$ cat config.mk
export PLATFORM = sky130hd
export DESIGN_NAME = hosb_top
export DESIGN_NICKNAME = d
export VERILOG_FILES = /design/src/rtl/hosb_pkg.sv /design/src/rtl/hosb_fault_if.sv /design/src/rtl/hosb_top.sv /design/src/rtl/hosb_sync.sv /design/src/rtl/hosb_fault_latch.sv
export SDC_FILE = /design/constraint.sdc
export NUM_CORES = 1
export LEC_CHECK = 0
export BUFFER_PORTS_ARGS = -buffer_cell sky130_fd_sc_hd__buf_4
export CAP_MARGIN = 20
export CORE_MARGIN = 2
export CORE_UTILIZATION = 50
export DETAILED_ROUTE_END_ITERATION = 8
export PLACE_DENSITY = 0.82
export SETUP_SLACK_MARGIN = 0.2
export SKIP_LAST_GASP = 1
export SLEW_MARGIN = 40
export SYNTH_ARGS = -nofsm -noshare
export SYNTH_HDL_FRONTEND = slang
export SYNTH_SLANG_ARGS = --single-unit
$ cat constraint.sdc
create_clock -name clk -period 2.6 [get_ports clk]
set_clock_uncertainty 0.05 [all_clocks]
set_input_delay 0.26 -clock clk [delete_from_list [all_inputs] [get_ports clk]]
set_output_delay 0.26 -clock clk [all_outputs]
set_load 0.05 [all_outputs]
$ cat src/rtl/hosb_pkg.sv
// Constants for the host override and status bits of the supply controller.
// Assumes the management bus slave hands over decoded byte reads and writes.
// Function
// - Host bit drives AC-good in host mode.
// - AC sense reported without feeding AC-good; with pass-through it feeds AC-good.
// - Host bit sets share clamp release in host mode.
// - Default clamp release at 75 or 88%.
// - Host bit drives the fault indicator pin.
// - Clear bit clears latch and bus alert.
// - Flags 0..4 show monitors five to one.
// - Flag 5 shows overcurrent timed out.
// - Flag 7 of 02h shows AC sense.
package hosb_pkg;
   // ------------------------------------------------------------
   // Register offsets.
   // ------------------------------------------------------------
   localparam logic [7:0] OFS_FLAGS = 8'h00; // Monitor and overcurrent flags.
   localparam logic [7:0] OFS_ACRD = 8'h02; // AC sense read flag.
   localparam logic [7:0] OFS_ACOVR = 8'h12; // Power and AC override.
   localparam logic [7:0] OFS_CLAMP = 8'h13; // Clamp and latch control.
   localparam logic [7:0] OFS_FDRV = 8'h1b; // Fault output drive.
   // ------------------------------------------------------------
   // Field positions and reset values.
   // ------------------------------------------------------------
   localparam int BIT_MON_LSB = 0; // Monitor five sits here, monitor one at 4.
   localparam int BIT_OCP = 5; // Overcurrent timed out.
   localparam int BIT_ACRD = 7; // AC sense state.
   localparam int BIT_ACOVR = 5; // AC-good override value.
   localparam int BIT_CLAMP = 2; // Share clamp release.
   localparam int BIT_CLR = 0; // Fault latch clear.
   localparam int BIT_FDRV = 1; // Fault indicator drive.
   localparam logic [7:0] RST_BYTE = 8'h00; // Reset value of every byte.
   // ------------------------------------------------------------
   // Soft-start ramp thresholds.
   // ------------------------------------------------------------
   localparam logic [7:0] RAMP_FULL = 8'hff; // Final ramp value.
   localparam logic [15:0] PCT_LO = 16'h004b; // 75 percent.
   localparam logic [15:0] PCT_HI = 16'h0058; // 88 percent.
   localparam logic [15:0] PCT_ALL = 16'h0064; // 100 percent.
   // Fault latch states.
   typedef enum logic [1:0] {
      HOSB_LAT_CLEAR = 2'b01,
      HOSB_LAT_SET = 2'b10
   } hosb_lat_type;
endpackage

$ cat src/rtl/hosb_fault_if.sv
// Interface between the register bank and the fault indicator latch.
// Assumes both ends share one clock and reset.
`timescale 1ns/10ps
interface hosb_fault_if;
   logic set_evt; // Fault event, a one-cycle or longer level.
   logic clr_req; // Clear request, one cycle.
   logic latch_mode; // High when the indicator latches.
   logic latched; // Latch state.
   // Register bank side.
   modport ctl (output set_evt, output clr_req, output latch_mode, input latched);
   // Latch side.
   modport lat (input set_evt, input clr_req, input latch_mode, output latched);
endinterface

$ cat src/rtl/hosb_top.sv
// Host override and status bits: AC-good override, share clamp release,
// fault indicator drive and clear, and the monitor and overcurrent flags.
// Assumes a bus slave that presents one-cycle read and write strobes with
// an 8-bit register address, and configuration levels on this clock.
`timescale 1ns/10ps
module hosb_top (
   input wire logic clk,
   input wire logic resetn,
   input wire logic reg_wr,
   input wire logic reg_rd,
   input wire logic [7:0] reg_addr,
   input wire logic [7:0] reg_wdata,
   output logic [7:0] reg_rdata,
   input wire logic monitor_input_one,
   input wire logic monitor_input_two,
   input wire logic monitor_input_three,
   input wire logic monitor_input_four,
   input wire logic monitor_input_five,
   input wire logic ac_sense_in,
   input wire logic host_mode,
   input wire logic ac_pass_through,
   input wire logic clamp_sel_88,
   input wire logic [7:0] ramp_level,
   input wire logic ocp_timeout,
   input wire logic fault_event,
   input wire logic latch_mode,
   input wire logic power_on_cycle,
   output logic ac_good_function,
   output logic share_clamp_release,
   output logic fault_indicator,
   output logic bus_alert
);
   // ------------------------------------------------------------
   // Helpers.
   // ------------------------------------------------------------
   // True when the address matches a register offset.
   function automatic logic hit(input logic [7:0] a, input logic [7:0] ofs);
      hit = (a == ofs);
   endfunction

   // Ramp threshold as a fraction of the final value.
   function automatic logic [7:0] thr(input logic [15:0] pct);
      logic [15:0] p;
      p = 16'({8'h00, hosb_pkg::RAMP_FULL} * pct) / hosb_pkg::PCT_ALL;
      thr = p[7:0];
   endfunction

   // ------------------------------------------------------------
   // Reset release.
   // ------------------------------------------------------------
   logic rst_m_r; // First reset stage.
   logic rst_n_s; // Released reset used by the whole block.
   // The reset asserts at once and releases after two edges.
   always_ff @(posedge clk or negedge resetn) begin
      if (!resetn) begin
         rst_m_r <= 1'b0;
         rst_n_s <= 1'b0;
      end else begin
         rst_m_r <= 1'b1;
         rst_n_s <= rst_m_r;
      end
   end

   // ------------------------------------------------------------
   // Pin synchronisers.
   // ------------------------------------------------------------
   logic [4:0] mon_s; // Monitors five down to one, bit 0 is five.
   logic ac_s; // Synchronised AC sense.
   // Monitor pins pass two flip-flops before any logic reads them.
   hosb_sync #(.W(5)) u_mon_sync (
      .clk(clk),
      .rst_n(rst_n_s),
      .d({monitor_input_one, monitor_input_two, monitor_input_three,
          monitor_input_four, monitor_input_five}),
      .q(mon_s)
   );
   // The AC sense pin likewise.
   hosb_sync #(.W(1)) u_ac_sync (
      .clk(clk),
      .rst_n(rst_n_s),
      .d(ac_sense_in),
      .q(ac_s)
   );

   // ------------------------------------------------------------
   // Write decode.
   // ------------------------------------------------------------
   logic wr_acovr; // Write to the power and AC override byte.
   logic wr_clamp; // Write to the clamp and latch control byte.
   logic wr_fdrv; // Write to the fault output drive byte.
   assign wr_acovr = reg_wr && hit(reg_addr, hosb_pkg::OFS_ACOVR);
   assign wr_clamp = reg_wr && hit(reg_addr, hosb_pkg::OFS_CLAMP);
   assign wr_fdrv = reg_wr && hit(reg_addr, hosb_pkg::OFS_FDRV);

   // ------------------------------------------------------------
   // Override bits written by the host.
   // ------------------------------------------------------------
   logic ac_ovr_r; // AC-good override value.
   logic clamp_ovr_r; // Share clamp release from the host.
   logic fdrv_r; // Fault indicator drive from the host.
   logic ac_ovr_nxt;
   logic clamp_ovr_nxt;
   logic fdrv_nxt;
   // Each write-only bit takes the written value on its own write.
   always_comb begin
      ac_ovr_nxt = ac_ovr_r;
      clamp_ovr_nxt = clamp_ovr_r;
      fdrv_nxt = fdrv_r;
      if (wr_acovr) begin
         ac_ovr_nxt = reg_wdata[hosb_pkg::BIT_ACOVR];
      end
      if (wr_clamp) begin
         clamp_ovr_nxt = reg_wdata[hosb_pkg::BIT_CLAMP];
      end
      if (wr_fdrv) begin
         fdrv_nxt = reg_wdata[hosb_pkg::BIT_FDRV];
      end
   end
   // Override registers.
   always_ff @(posedge clk or negedge rst_n_s) begin
      if (!rst_n_s) begin
         ac_ovr_r <= hosb_pkg::RST_BYTE[0];
         clamp_ovr_r <= hosb_pkg::RST_BYTE[0];
         fdrv_r <= hosb_pkg::RST_BYTE[0];
      end else begin
         ac_ovr_r <= ac_ovr_nxt;
         clamp_ovr_r <= clamp_ovr_nxt;
         fdrv_r <= fdrv_nxt;
      end
   end

   // ------------------------------------------------------------
   // Overcurrent timed-out flag.
   // ------------------------------------------------------------
   logic ocp_r; // Sticky until the power-on control cycles.
   logic ocp_nxt;
   // A timeout wins over a power-on cycle in the same clock.
   always_comb begin
      if (ocp_timeout) begin
         ocp_nxt = 1'b1;
      end else if (power_on_cycle) begin
         ocp_nxt = 1'b0;
      end else begin
         ocp_nxt = ocp_r;
      end
   end
   // Flag register.
   always_ff @(posedge clk or negedge rst_n_s) begin
      if (!rst_n_s) begin
         ocp_r <= 1'b0;
      end else begin
         ocp_r <= ocp_nxt;
      end
   end

   // ------------------------------------------------------------
   // Fault indicator latch.
   // ------------------------------------------------------------
   hosb_fault_if fif ();
   // Only a one in the clear bit clears; a power-on cycle clears too.
   assign fif.clr_req = (wr_clamp && reg_wdata[hosb_pkg::BIT_CLR])
      || power_on_cycle;
   assign fif.set_evt = fault_event;
   assign fif.latch_mode = latch_mode;
   hosb_fault_latch u_latch (
      .clk(clk),
      .rst_n(rst_n_s),
      .f(fif.lat)
   );

   // ------------------------------------------------------------
   // Outputs to the supervisory logic and pins.
   // ------------------------------------------------------------
   logic acg_r; // AC-good function.
   logic clr_r; // Share clamp release.
   logic fi_r; // Fault indicator pin.
   logic alert_r; // Bus alert.
   logic acg_nxt;
   logic clr_nxt;
   logic fi_nxt;
   logic alert_nxt;
   logic [7:0] ramp_thr; // Default release point.
   assign ramp_thr = clamp_sel_88 ? thr(hosb_pkg::PCT_HI) : thr(hosb_pkg::PCT_LO);
   // Host mode swaps the AC sense and ramp results for the host's bits.
   always_comb begin
      if (host_mode) begin
         acg_nxt = ac_ovr_r;
         clr_nxt = clamp_ovr_r;
      end else begin
         // Without pass-through the sense is only reported.
         acg_nxt = ac_pass_through && ac_s;
         clr_nxt = (ramp_level >= ramp_thr);
      end
      fi_nxt = fif.latched || fdrv_r;
      alert_nxt = fif.latched;
   end
   // Output registers.
   always_ff @(posedge clk or negedge rst_n_s) begin
      if (!rst_n_s) begin
         acg_r <= 1'b0;
         clr_r <= 1'b0;
         fi_r <= 1'b0;
         alert_r <= 1'b0;
      end else begin
         acg_r <= acg_nxt;
         clr_r <= clr_nxt;
         fi_r <= fi_nxt;
         alert_r <= alert_nxt;
      end
   end
   assign ac_good_function = acg_r;
   assign share_clamp_release = clr_r;
   assign fault_indicator = fi_r;
   assign bus_alert = alert_r;

   // ------------------------------------------------------------
   // Read path.
   // ------------------------------------------------------------
   logic [7:0] rd_r; // Read data, valid the cycle after the strobe.
   logic [7:0] rd_nxt;
   // Write-only and unmapped bytes read zero.
   always_comb begin
      rd_nxt = rd_r;
      if (reg_rd) begin
         rd_nxt = 8'h00;
         if (hit(reg_addr, hosb_pkg::OFS_FLAGS)) begin
            rd_nxt[hosb_pkg::BIT_MON_LSB +: 5] = mon_s;
            rd_nxt[hosb_pkg::BIT_OCP] = ocp_r;
         end else if (hit(reg_addr, hosb_pkg::OFS_ACRD)) begin
            rd_nxt[hosb_pkg::BIT_ACRD] = ac_s;
         end
      end
   end
   // Read data register.
   always_ff @(posedge clk or negedge rst_n_s) begin
      if (!rst_n_s) begin
         rd_r <= hosb_pkg::RST_BYTE;
      end else begin
         rd_r <= rd_nxt;
      end
   end
   assign reg_rdata = rd_r;

   // ------------------------------------------------------------
   // Checks.
   // ------------------------------------------------------------
   logic w_acovr; // Written AC override bit.
   logic w_clamp; // Written clamp bit.
   assign w_acovr = reg_wdata[hosb_pkg::BIT_ACOVR];
   assign w_clamp = reg_wdata[hosb_pkg::BIT_CLAMP];
endmodule

$ cat src/rtl/hosb_sync.sv
// Two flip-flop synchroniser for pin inputs.
// Assumes the inputs are asynchronous to clk.
`timescale 1ns/10ps
module hosb_sync #(
   parameter int W = 1
) (
   input wire logic clk,
   input wire logic rst_n,
   input wire logic [W-1:0] d,
   output logic [W-1:0] q
);
   logic [W-1:0] meta_r; // First stage, read only by the second.
   logic [W-1:0] q_r; // Second stage.
   logic [W-1:0] meta_nxt;
   logic [W-1:0] q_nxt;
   // Next values of both stages.
   always_comb begin
      meta_nxt = d;
      q_nxt = meta_r;
   end
   // Registers of both stages.
   always_ff @(posedge clk or negedge rst_n) begin
      if (!rst_n) begin
         meta_r <= '0;
         q_r <= '0;
      end else begin
         meta_r <= meta_nxt;
         q_r <= q_nxt;
      end
   end
   assign q = q_r;
endmodule

$ cat src/rtl/hosb_fault_latch.sv
// Fault indicator latch with set priority over clear.
// Assumes a synchronous clear request from the register bank.
`timescale 1ns/10ps
module hosb_fault_latch (
   input wire logic clk,
   input wire logic rst_n,
   hosb_fault_if.lat f
);
   hosb_pkg::hosb_lat_type st_r; // Latch state.
   hosb_pkg::hosb_lat_type st_nxt;
   // An event wins over a clear in the same cycle; without latching the
   // indicator follows the event.
   always_comb begin
      case (st_r)
         hosb_pkg::HOSB_LAT_CLEAR: begin
            st_nxt = f.set_evt ? hosb_pkg::HOSB_LAT_SET : hosb_pkg::HOSB_LAT_CLEAR;
         end
         hosb_pkg::HOSB_LAT_SET: begin
            if (f.set_evt) begin
               st_nxt = hosb_pkg::HOSB_LAT_SET;
            end else if (f.clr_req || !f.latch_mode) begin
               st_nxt = hosb_pkg::HOSB_LAT_CLEAR;
            end else begin
               st_nxt = hosb_pkg::HOSB_LAT_SET;
            end
         end
         default: begin
            st_nxt = hosb_pkg::HOSB_LAT_CLEAR;
         end
      endcase
   end
   // State register.
   always_ff @(posedge clk or negedge rst_n) begin
      if (!rst_n) begin
         st_r <= hosb_pkg::HOSB_LAT_CLEAR;
      end else begin
         st_r <= st_nxt;
      end
   end
   assign f.latched = (st_r == hosb_pkg::HOSB_LAT_SET);
endmodule

==> results of run 1 <==
==> per-layer routing <==
layer | wire length (um) | share of wire | up-vias
met4 | 6 | 0.0024 | 0
li1 | - | - | 476
met3 | 159 | 0.064 | 2
met5 | 0 | 0 | -
met2 | 1320 | 0.53 | 29
met1 | 987 | 0.40 | 464
==> metrics by stage <==
stage                     power (uW)  setup WS (ns)  instances  hold WS [ns]  utilization
after floorplan                  684           1.25        105       -0.0856            -
after CTS                       1060           1.18        194        0.0475        0.730
after global placement           756           1.06        180      -0.00731        0.679
after detailed placement         776           1.03        180      -0.00546        0.679
final                           1040           1.18        194        0.0626        0.730
after global routing            1100           1.11        194        0.0499        0.730
==> kinds of logic after synthesis <==
| kind of cell | count (synthesis) |
|---|---|
| flops | 31 |
| simple gates | 27 |
| compound gates | 19 |
| buf+inv | 15 |
| fa+ha+maj | 8 |
| mux | 3 |
| other cells | 2 |
==> critical path, delay by kind of cell, from the launching register on <==
kind                     cells  cell delay, ns
AO/OA/AOI/OAI                3            0.46
adder cells (fa/ha/maj)      1            0.25
buffers and inverters        1            0.04
flip-flops                   1            0.55
==> report_power, final <==
group          switching (uW)  leakage (uW)  internal [uW]
Combinational             116      0.000479            114
Clock                     144     0.0000341            125
Sequential               20.0      0.000390            525
==> registers in the layout (all words and copies together) (netlist names), 2 cells and up <==
register           cells
u_mon_sync.meta_r      5
reg_rdata              7
u_mon_sync.q           5
u_latch.st_r           2
==> cells in the mapped netlist <==
cell / number / area [um2]
o21bai_1: 1 / 7.51
nor2b_1: 3 / 18.8
nor3b_1: 1 / 7.51
conb_1: 2 / 7.51
mux2_2: 1 / 11.3
a21o_1: 1 / 7.51
a221oi_1: 2 / 17.5
dfrtp_1: 30 / 751
a21oi_1: 3 / 15.0
o22ai_1: 1 / 6.26
or3_1: 1 / 6.26
and4_1: 1 / 8.76
inv_1: 12 / 45.0
dfstp_2: 1 / 26.3
nand2_1: 10 / 37.5
buf_6: 1 / 11.3
mux2_1: 2 / 22.5
buf_1: 1 / 3.75
nor3_2: 3 / 30.0
o22ai_2: 6 / 75.1
ha_1: 8 / 100
nand3_1: 3 / 15.0
nand4b_1: 1 / 8.76
and3_2: 1 / 7.51
and3_1: 1 / 6.26
or2_2: 1 / 6.26
a31o_2: 2 / 17.5
o21ai_0: 3 / 15.0
buf_4: 1 / 7.51
nand2b_1: 1 / 6.26
==> cells in the final DEF (no fill, tap or decap) <==
master	instances
a21o_1	1
a21oi_1	3
a221oi_1	2
a31o_2	2
and3_1	1
and3_2	1
and4_1	1
buf_4	48
clkbuf_4	5
clkbuf_8	1
clkinv_2	1
conb_1	2
dfrtp_1	30
dfstp_2	1
dlygate4sd3_1	7
ha_1	8
inv_1	12
mux2_1	2
mux2_2	1
nand2_1	10
nand2b_1	1
nand3_1	3
nand4b_1	1
nor2b_1	3
nor3_2	3
nor3b_1	1
o21ai_0	3
o21bai_1	1
o22ai_1	1
o22ai_2	6
or2_2	1
or3_1	1
==> cell type report <==
type / count / share of cell area
Clock buffer: 6 / 0.0284
Sequential cell: 31 / 0.430
Clock inverter: 1 / 0.00277
Multi-Input combinational cell: 59 / 0.255
Timing Repair Buffer: 55 / 0.238
Tap cell: 30 / 0.0208
Inverter: 12 / 0.0249
==> path summary, 6_finish.rpt <==
check | start | to | slack (ns) | depth (start not counted)
max in group asynchronous | rst_n_s | u_latch.st_r[0] | 1.67 | 1
min in group asynchronous | rst_n_s | u_mon_sync.q[4] | 0.16 | 0
setup / recovery | u_latch.st_r[0] | u_latch.st_r[0] | 1.18 | 5
setup reg to reg | u_latch.st_r[0] | u_latch.st_r[0] | 1.18 | 5
hold / removal | ocp_timeout | ocp_r | 0.06 | 2
hold reg to reg | rst_n_s | u_mon_sync.q[4] | 0.16 | 0
==> out/qor.yml, run 1 <==
status:
  status: "completed"
floorplan:
  top_level_ports: 53
  die_w_um: 55.1
  dieArea_um2: 3040
  num_rows: 18
  die_height_um: 55.1
  initial_core_util: 0.527
  core_area_um2: 2480
synthesis:
  synthAdderAreaFrac: 0.0766
  syn-mean-instance-area_um2: 12.4
  yosysSeqAreaShare: 0.595
  synth_area_um2: 1310
  ys_warn_count: 0
  ys_seq_elements: 31
  ys_types: 30
  synth_fp_nets: 154
  synth_compound_area_frac: 0.124
  synth_top_family_by_area: "compound AO/OA/AOI/OAI gates"
  synth_simple_gate_area_share: 0.122
  syn_inst: 105
  synth.area.mux_share: 0.0259
  synth-xor-area-share: 0
sta:
  finalSetupTns_ns: 0
  period_needed_ns: 1.42
  report.final.slew_viol_count: 0
  timing.fmax_mhz: 704
  rsz0062_at_grt: "no"
  hold_viol: 0
  worstMarginPinSlew_ns: 0.519
  final-setup-viol-count: 0
  maxSlewHeadroom: 0.654
  fin_crit_sh: 0.546
critical_path:
  cp_max_fo: 6
  cp-start-kind: "flop"
  worstPathArrival_ns: 1.62
  slowest_delay_ns: 0.55
  path_class: "reg -> reg"
  slowest_stage: "dfstp_2"
  crit_chain: "inv_1 -> ha_1 -> a21oi_1 -> o21bai_1 -> a31o_2"
  crit_path_end_kind: "flop"
  critPathRequiredTime_ns: 2.80
finish:
  drive_gt1_frac: 0.427
  nets: 213
  syn2layout_area_growth_pct: 38.4
  finalInstanceArea_um2: 1810
  diodes: 0
  nFillCells: 189
  multi_input_area_um2: 462
  seqCellArea_um2: 777
global_route:
  grt_use_total: 0.185
  gr-total-overflow: 0
  antenna_found_initial: 0
  grt_pass1_vias: 928
  met3_usage: 0.0726
  grt.met2_usage: 0.319
  grt.met1_usage: 0.210
  grt_max_degree: 17
  grt.busiest_layer: "met2"
  grt_first_pass_wirelength_um: 3820
power:
  ir_worst_vdd_mv: 0.604
  pwr_density_cell_nw_per_um2: 578
  p_leak_uw: 0.000904
clocking:
  numCtsBuffers: 5
  cts_setup_buffers: 0
  clk_latency_ns: 0.32
  cts-resized-gates: 0
  path_clk_slew_ns: 0.08
  cts_max_path_buffers: 2
  htreeDepth: 2
  cts_sinks: 31
  cts_tree: "yes"
  cts-root-buf: "clkbuf_4"
  hold_buffers: 7
routing:
  wl_per_cell_um: 12.7
  drtAntennaViolNets: 0
  avgViaCountPerCell: 5.01
  drt_iter0_drc: 5
  routed_wl_um: 2470
  vias: 971
  drc: 0
  drt-pass1-iter-count: 3
place:
  portBuffers: 47
  hpwl_um: 1970
  gp_congestion: 0.735
  dpl_cell_area_um2: 1680
hold_path:
  hp-class: "in -> reg"
job:
  cap_violations: 0
No activity file was read; power rests on OpenSTA's default activity.
==> inputs of run 2 (changes only) <==
CORE_UTILIZATION = 47   (was 50)
PLACE_DENSITY = 0.78   (was 0.82)
clock period = 1.5 ns   (was 2.6 ns; I/O delays follow)
==> run 2 against run 1 <==
  * Combinational power grew 110%
  * First-iteration DRC count grew to 5.4 times the previous value
  * Non-clock buffer count grew 8
  * Global-route usage shrank 0.10 points
  * Critical path depth is the same
  * Utilization shrank 0.97 points
  * Register-to-register slack lost 0.99 ns
  * Maximum frequency grew 8.1%
  * Largest cell class unchanged
  * Largest power group unchanged
  * Highest routed layer unchanged
==> out/qor.yml, run 2 (synthesized netlist as in run 1, its figures left out) <==
critical_path:
  worstPathArrival_ns: 1.53  # was 1.62 ns
  critical_path.top_delay_family: "flip-flops"  # unchanged
  critPathRequiredTime_ns: 1.72  # was 2.80 ns
  cp_max_fo: 5  # was 6
  crit_buf_inv: 1  # unchanged
  crit_chain: "inv_2 -> ha_4 -> a21oi_2 -> o21bai_1 -> a31o_2"  # was inv_1 -> ha_1 -> a21oi_1 -> o21bai_1 -> a31o_2
  cp-start-kind: "flop"  # unchanged
  slowest_stage: "dfstp_2"  # unchanged
  path_class: "reg -> reg"  # unchanged
  slowest_delay_ns: 0.55  # about the same
  crit_path_end_kind: "flop"  # unchanged
routing:
  routed_wl_um: 2670  # was 2470 um
  avgViaCountPerCell: 4.82  # was 5.01
  drt_iter0_drc: 27  # was 5
  drt-pass1-iter-count: 5  # was 3
  wl_per_cell_um: 13.1  # was 12.7 um
  vias: 983  # was 971
  drc: 0  # unchanged
  drtAntennaViolNets: 0  # unchanged
global_route:
  grt_first_pass_wirelength_um: 4320  # was 3820 um
  antenna_found_initial: 0  # unchanged
  gr-total-overflow: 0  # unchanged
  grt_max_degree: 18  # was 17
  grt_pass1_vias: 993  # was 928
  grt_use_total: 0.184  # was 0.185
floorplan:
  core_area_um2: 2690  # was 2480 um2
  die_w_um: 56.7  # was 55.1 um
  num_rows: 19  # was 18
  initial_core_util: 0.486  # was 0.527
  top_level_ports: 53  # unchanged
  dieArea_um2: 3220  # was 3040 um2
  die_height_um: 56.7  # was 55.1 um
power:
  pwr-share-comb: 0.229  # was 0.220
  power_frac_clock: 0.322  # was 0.258
  intPower_uw: 1560  # was 765 uW
  pwr_density_cell_nw_per_um2: 1090  # was 578 nW/um2
  seqPwrFrac: 0.449  # was 0.522
  p_leak_uw: 0.000953  # was 0.000904 uW
  p_sw_frac: 0.263  # was 0.268
  p_switching_uw: 555  # was 280 uW
  ir_worst_vdd_mv: 1.07  # was 0.604 mV
sta:
  finalSetupTns_ns: 0  # unchanged
  final-setup-viol-count: 0  # unchanged
  rsz0062_at_grt: "yes"  # was no
  report.final.slew_viol_count: 0  # unchanged
  timing.fmax_mhz: 761  # was 704 MHz
  fin_crit_sh: 0.876  # was 0.546
  period_needed_ns: 1.31  # was 1.42 ns
  hold_viol: 0  # unchanged
  whs_ns: 0.0166  # was 0.0626 ns
clocking:
  clk_latency_ns: 0.33  # was 0.32 ns
  numCtsBuffers: 5  # unchanged
  path_clk_slew_ns: 0.10  # was 0.08 ns
  cts_max_path_buffers: 2  # unchanged
  htreeDepth: 2  # unchanged
  cts-root-buf: "clkbuf_4"  # unchanged
  cts_tree: "yes"  # unchanged
  cts_sinks: 31  # unchanged
job:
  cap_violations: 0  # unchanged
place:
  portBuffers: 47  # unchanged
  gp_congestion: 0.679  # was 0.735
  hpwl_um: 1920  # was 1970 um
  dpl.cell_count: 183  # was 180
  dpl_cell_area_um2: 1700  # was 1680 um2
finish:
  finalInstanceArea_um2: 1930  # was 1810 um2
  diodes: 0  # unchanged
  largest_reg_flops: 7  # unchanged
  finalCoreUtilization: 0.720  # was 0.730
  final_common_cell: "buf_4"  # unchanged
  nets: 221  # was 213
  layout_common_cells: "buf_4, dfrtp_1, dlygate4sd3_1, inv_1, nand2_1"  # was buf_4, dfrtp_1, inv_1, nand2_1, ha_1
  drive_gt1_frac: 0.451  # was 0.427
  instances_no_fill: 204  # was 194
  syn2layout_area_growth_pct: 48.1  # was 38.4%
hold_path:
  hp-class: "in -> reg"  # unchanged
status:
  status: "completed"  # unchanged
[run 2: changes by cell type in the layout (fill, tap and decap cells not counted)]
cell / change
dlygate4sd3_1: +5
inv_2: +1
ha_1: -1
a21oi_2: +1
buf_4: +3
a221oi_2: +1
bufinv_16: +1
a221oi_1: -1
inv_1: -1
ha_4: +1
a21oi_1: -1
[run 2: power by group through the flow]
stage	combinational (uW)	sequential (uW)	clock [uW]
finish	483	947	680
global route	538	954	720
CTS	460	943	690
detailed placement	396	953	0
global placement	368	950	0
floorplan	175	1010	0
[run 2: per-layer routing]
layer | part of all wire | track usage | wire, um | vias to the layer above
met5 | 0 | 0 | 0 | -
met4 | 0.015 | 0.0918 | 40 | 0
met3 | 0.054 | 0.0530 | 145 | 6
met2 | 0.52 | 0.314 | 1390 | 26
met1 | 0.41 | 0.209 | 1090 | 456
li1 | - | - | - | 495
[run 2: area by class of cell]
cell class	count	area (um2)
sequential	31	777
inverter	12	45.0
timing repair buffer	63	503
fill	189	752
tap	31	38.8
clock buffer	6	51.3
multi-input combinational	59	484
clock inverter	2	35.0
[run 2: what timing repair did]
item	4_1_cts	5_1_grt
pin swaps	0	2
setup buffers	0	1
endpoints found under the hold margin	13	0
hold buffers	12	0
gates resized for setup	3	2
endpoints found under the setup margin	2	2
[run 2: final timing paths]
kind | cells after the start | slack [ns] | endpoint | startpoint
hold reg to reg | 1 | 0.14 | u_mon_sync.meta_r[2] | rst_n_s
setup reg to reg | 5 | 0.19 | u_latch.st_r[0] | u_latch.st_r[0]
min in group asynchronous | 2 | 0.09 | rst_m_r | resetn
max in group asynchronous | 1 | 0.98 | u_latch.st_r[0] | rst_n_s
setup / recovery | 5 | 0.19 | u_latch.st_r[0] | u_latch.st_r[0]
hold / removal | 3 | 0.02 | ac_good_function | ac_pass_through
[run 2: tightest hold or removal path: cells and delay by family]
kind / cells / cell delay [ns]
and+or+nand+nor: 1 / 0.05
buffers and inverters: 1 / 0.11
AOI/OAI and AO/OA: 1 / 0.06
[run 2: through the flow]
stage	total power (uW)	setup slack, ns
finish	2110	0.187
global route	2210	0.125
CTS	2090	0.200
detailed placement	1350	0.0657
global placement	1320	0.0949
floorplan	1190	0.217
==> inputs of run 3 (changes only) <==
BUFFER_PORTS_ARGS = -buffer_cell sky130_fd_sc_hd__buf_2   (was -buffer_cell sky130_fd_sc_hd__buf_4)
PLACE_DENSITY = unset   (was 0.78)
PLACE_DENSITY_LB_ADDON = 0.25   (was unset)
==> run 3 against run 2 <==
  * Final area down 7.7%
  * Power down 11%
  * Via count down 1.0%
  * Clock-buffer cell count unchanged
  * First-iteration DRC count down 33%
  * Setup slack better by 0.046 ns
  * Worst hold slack better by 0.018 ns
  * Register-to-register slack better by 0.05 ns
  * Wire length down 6.9%
  * Combinational power down 4.3%
  * Largest cell class unchanged
  * Largest power group unchanged
==> out/qor.yml, run 3 (synthesized netlist as in run 1, its figures left out) <==
status:
  status: "completed"  # unchanged
clocking:
  cts_sinks: 31  # unchanged
  clk_latency_ns: 0.31  # was 0.33 ns
  numCtsBuffers: 5  # unchanged
  htreeDepth: 2  # unchanged
  path_clk_slew_ns: 0.09  # was 0.10 ns
  cts_tree: "yes"  # unchanged
  cts-root-buf: "clkbuf_4"  # unchanged
  cts_max_path_buffers: 2  # unchanged
hold_path:
  holdCritStartpoint: "ac_pass_through"  # unchanged
  hold_end: "ac_good_function"  # unchanged
  whs_path_depth: 3  # unchanged
  hp-class: "in -> reg"  # unchanged
critical_path:
  path_class: "reg -> reg"  # unchanged
  r2r_start: "u_latch.st_r[0]"  # unchanged
  crit_path_end_kind: "flop"  # unchanged
  reg2reg_to: "u_latch.st_r[1]"  # was u_latch.st_r[0]
  r2r_setup_slack_ns: 0.23  # was 0.19 ns
  cp_max_fo: 2  # was 5
  critPathRequiredTime_ns: 1.66  # was 1.72 ns
  cp-start-kind: "flop"  # unchanged
  r2r_cells: 4  # was 5
  worstPathArrival_ns: 1.43  # was 1.53 ns
routing:
  routed_wl_um: 2490  # was 2670 um
  drt-pass1-iter-count: 4  # was 5
  wl_per_cell_um: 12.3  # was 13.1 um
  drt_iter0_drc: 18  # was 27
  drtAntennaViolNets: 0  # unchanged
  avgViaCountPerCell: 4.82  # about the same
  drc: 0  # unchanged
  vias: 973  # was 983
sta:
  rsz0062_at_grt: "yes"  # unchanged
  final-setup-viol-count: 0  # unchanged
  timing.fmax_mhz: 789  # was 761 MHz
  hold_viol: 0  # unchanged
  period_needed_ns: 1.27  # was 1.31 ns
  finalSetupTns_ns: 0  # unchanged
  report.final.slew_viol_count: 0  # unchanged
  fin_crit_sh: 0.845  # was 0.876
finish:
  nets: 220  # was 221
  diodes: 0  # unchanged
  layout_common_cells: "buf_2, dfrtp_1, dlygate4sd3_1, inv_1, nand2_1"  # was buf_4, dfrtp_1, dlygate4sd3_1, inv_1, nand2_1
  finalCoreUtilization: 0.665  # was 0.720
  nFillCells: 219  # was 189
  finalInstanceArea_um2: 1790  # was 1930 um2
  syn2layout_area_growth_pct: 36.7  # was 48.1%
  final_common_cell: "buf_2"  # was buf_4
  largest_reg_flops: 7  # unchanged
  seqCellArea_um2: 777  # unchanged
  multi_input_area_um2: 490  # was 484 um2
  drive_gt1_frac: 0.444  # was 0.451
place:
  portBuffers: 47  # unchanged
  gp_congestion: 0.730  # was 0.679
  hpwl_um: 1850  # was 1920 um
  dpl_cell_area_um2: 1570  # was 1700 um2
job:
  cap_violations: 0  # unchanged
global_route:
  grt_first_pass_wirelength_um: 4170  # was 4320 um
  grt_use_total: 0.175  # was 0.184
  gr-total-overflow: 0  # unchanged
  grt_pass1_vias: 981  # was 993
  grt_max_degree: 25  # was 18
  antenna_found_initial: 0  # unchanged
floorplan:
  initial_core_util: 0.486  # unchanged
  top_level_ports: 53  # unchanged
  die_height_um: 56.7  # unchanged
  core_area_um2: 2690  # unchanged
  die_w_um: 56.7  # unchanged
  dieArea_um2: 3220  # unchanged
  num_rows: 19  # unchanged
power:
  pwr_density_cell_nw_per_um2: 1050  # was 1090 nW/um2
  p_leak_uw: 0.000902  # was 0.000953 uW
  ir_worst_vdd_mv: 0.944  # was 1.07 mV
## run 3: timing repair
item                                   4_1_cts  5_1_grt
gates cloned                                 0        0
pin swaps                                    0        2
endpoints found under the hold margin       10        3
setup buffers                                1        0
resized for setup                            2        4
setup endpoints to repair                    1        2
hold buffers                                 9        3
## run 3: area by class of cell
type / instances / share of cell area
clock buffers: 6 / 0.0287
repair buffers: 62 / 0.212
multi-input cells: 59 / 0.275
flip-flops and latches: 31 / 0.435
clock inverters: 1 / 0.00280
well taps: 31 / 0.0217
inverters: 12 / 0.0252
## run 3: through the flow
stage               hold slack (ns)  worst slack [ns]  cells  power, uW
CTS                         0.00436             0.212    199       1840
detailed placement           -0.111            0.0252    182       1300
finish                       0.0347             0.232    202       1880
floorplan                    -0.196             0.217    105       1190
global placement             -0.115            0.0618    182       1280
global route                 0.0171             0.153    202       2000
## run 3: report_power, final
part / internal (uW) / switching, uW
clock network: 217 / 252
registers: 911 / 35.0
logic: 228 / 234
total: 1350 / 521
## run 3: routing by layer
layer	GRT usage	routed length [um]
met1	0.194	968
met2	0.287	1310
met3	0.0783	180
met4	0.0816	28
met5	0	0
## run 3: how the worst max path moves through the flow
stage                          startpoint                  end  slack, ns
after floorplan           u_latch.st_r[0]      u_latch.st_r[0]       0.22
after global placement       clamp_sel_88  share_clamp_release       0.06
after detailed placement     clamp_sel_88  share_clamp_release       0.03
after CTS                 u_latch.st_r[0]      u_latch.st_r[0]       0.21
after global routing      u_latch.st_r[0]      u_latch.st_r[1]       0.15
final                     u_latch.st_r[0]      u_latch.st_r[1]       0.23
## run 3: worst max-delay path, cell delays in order, from the launching register on
cell      delay, ns
dfstp_2        0.54
buf_4          0.12
ha_4           0.14
o21ai_0        0.08
a221oi_1       0.25
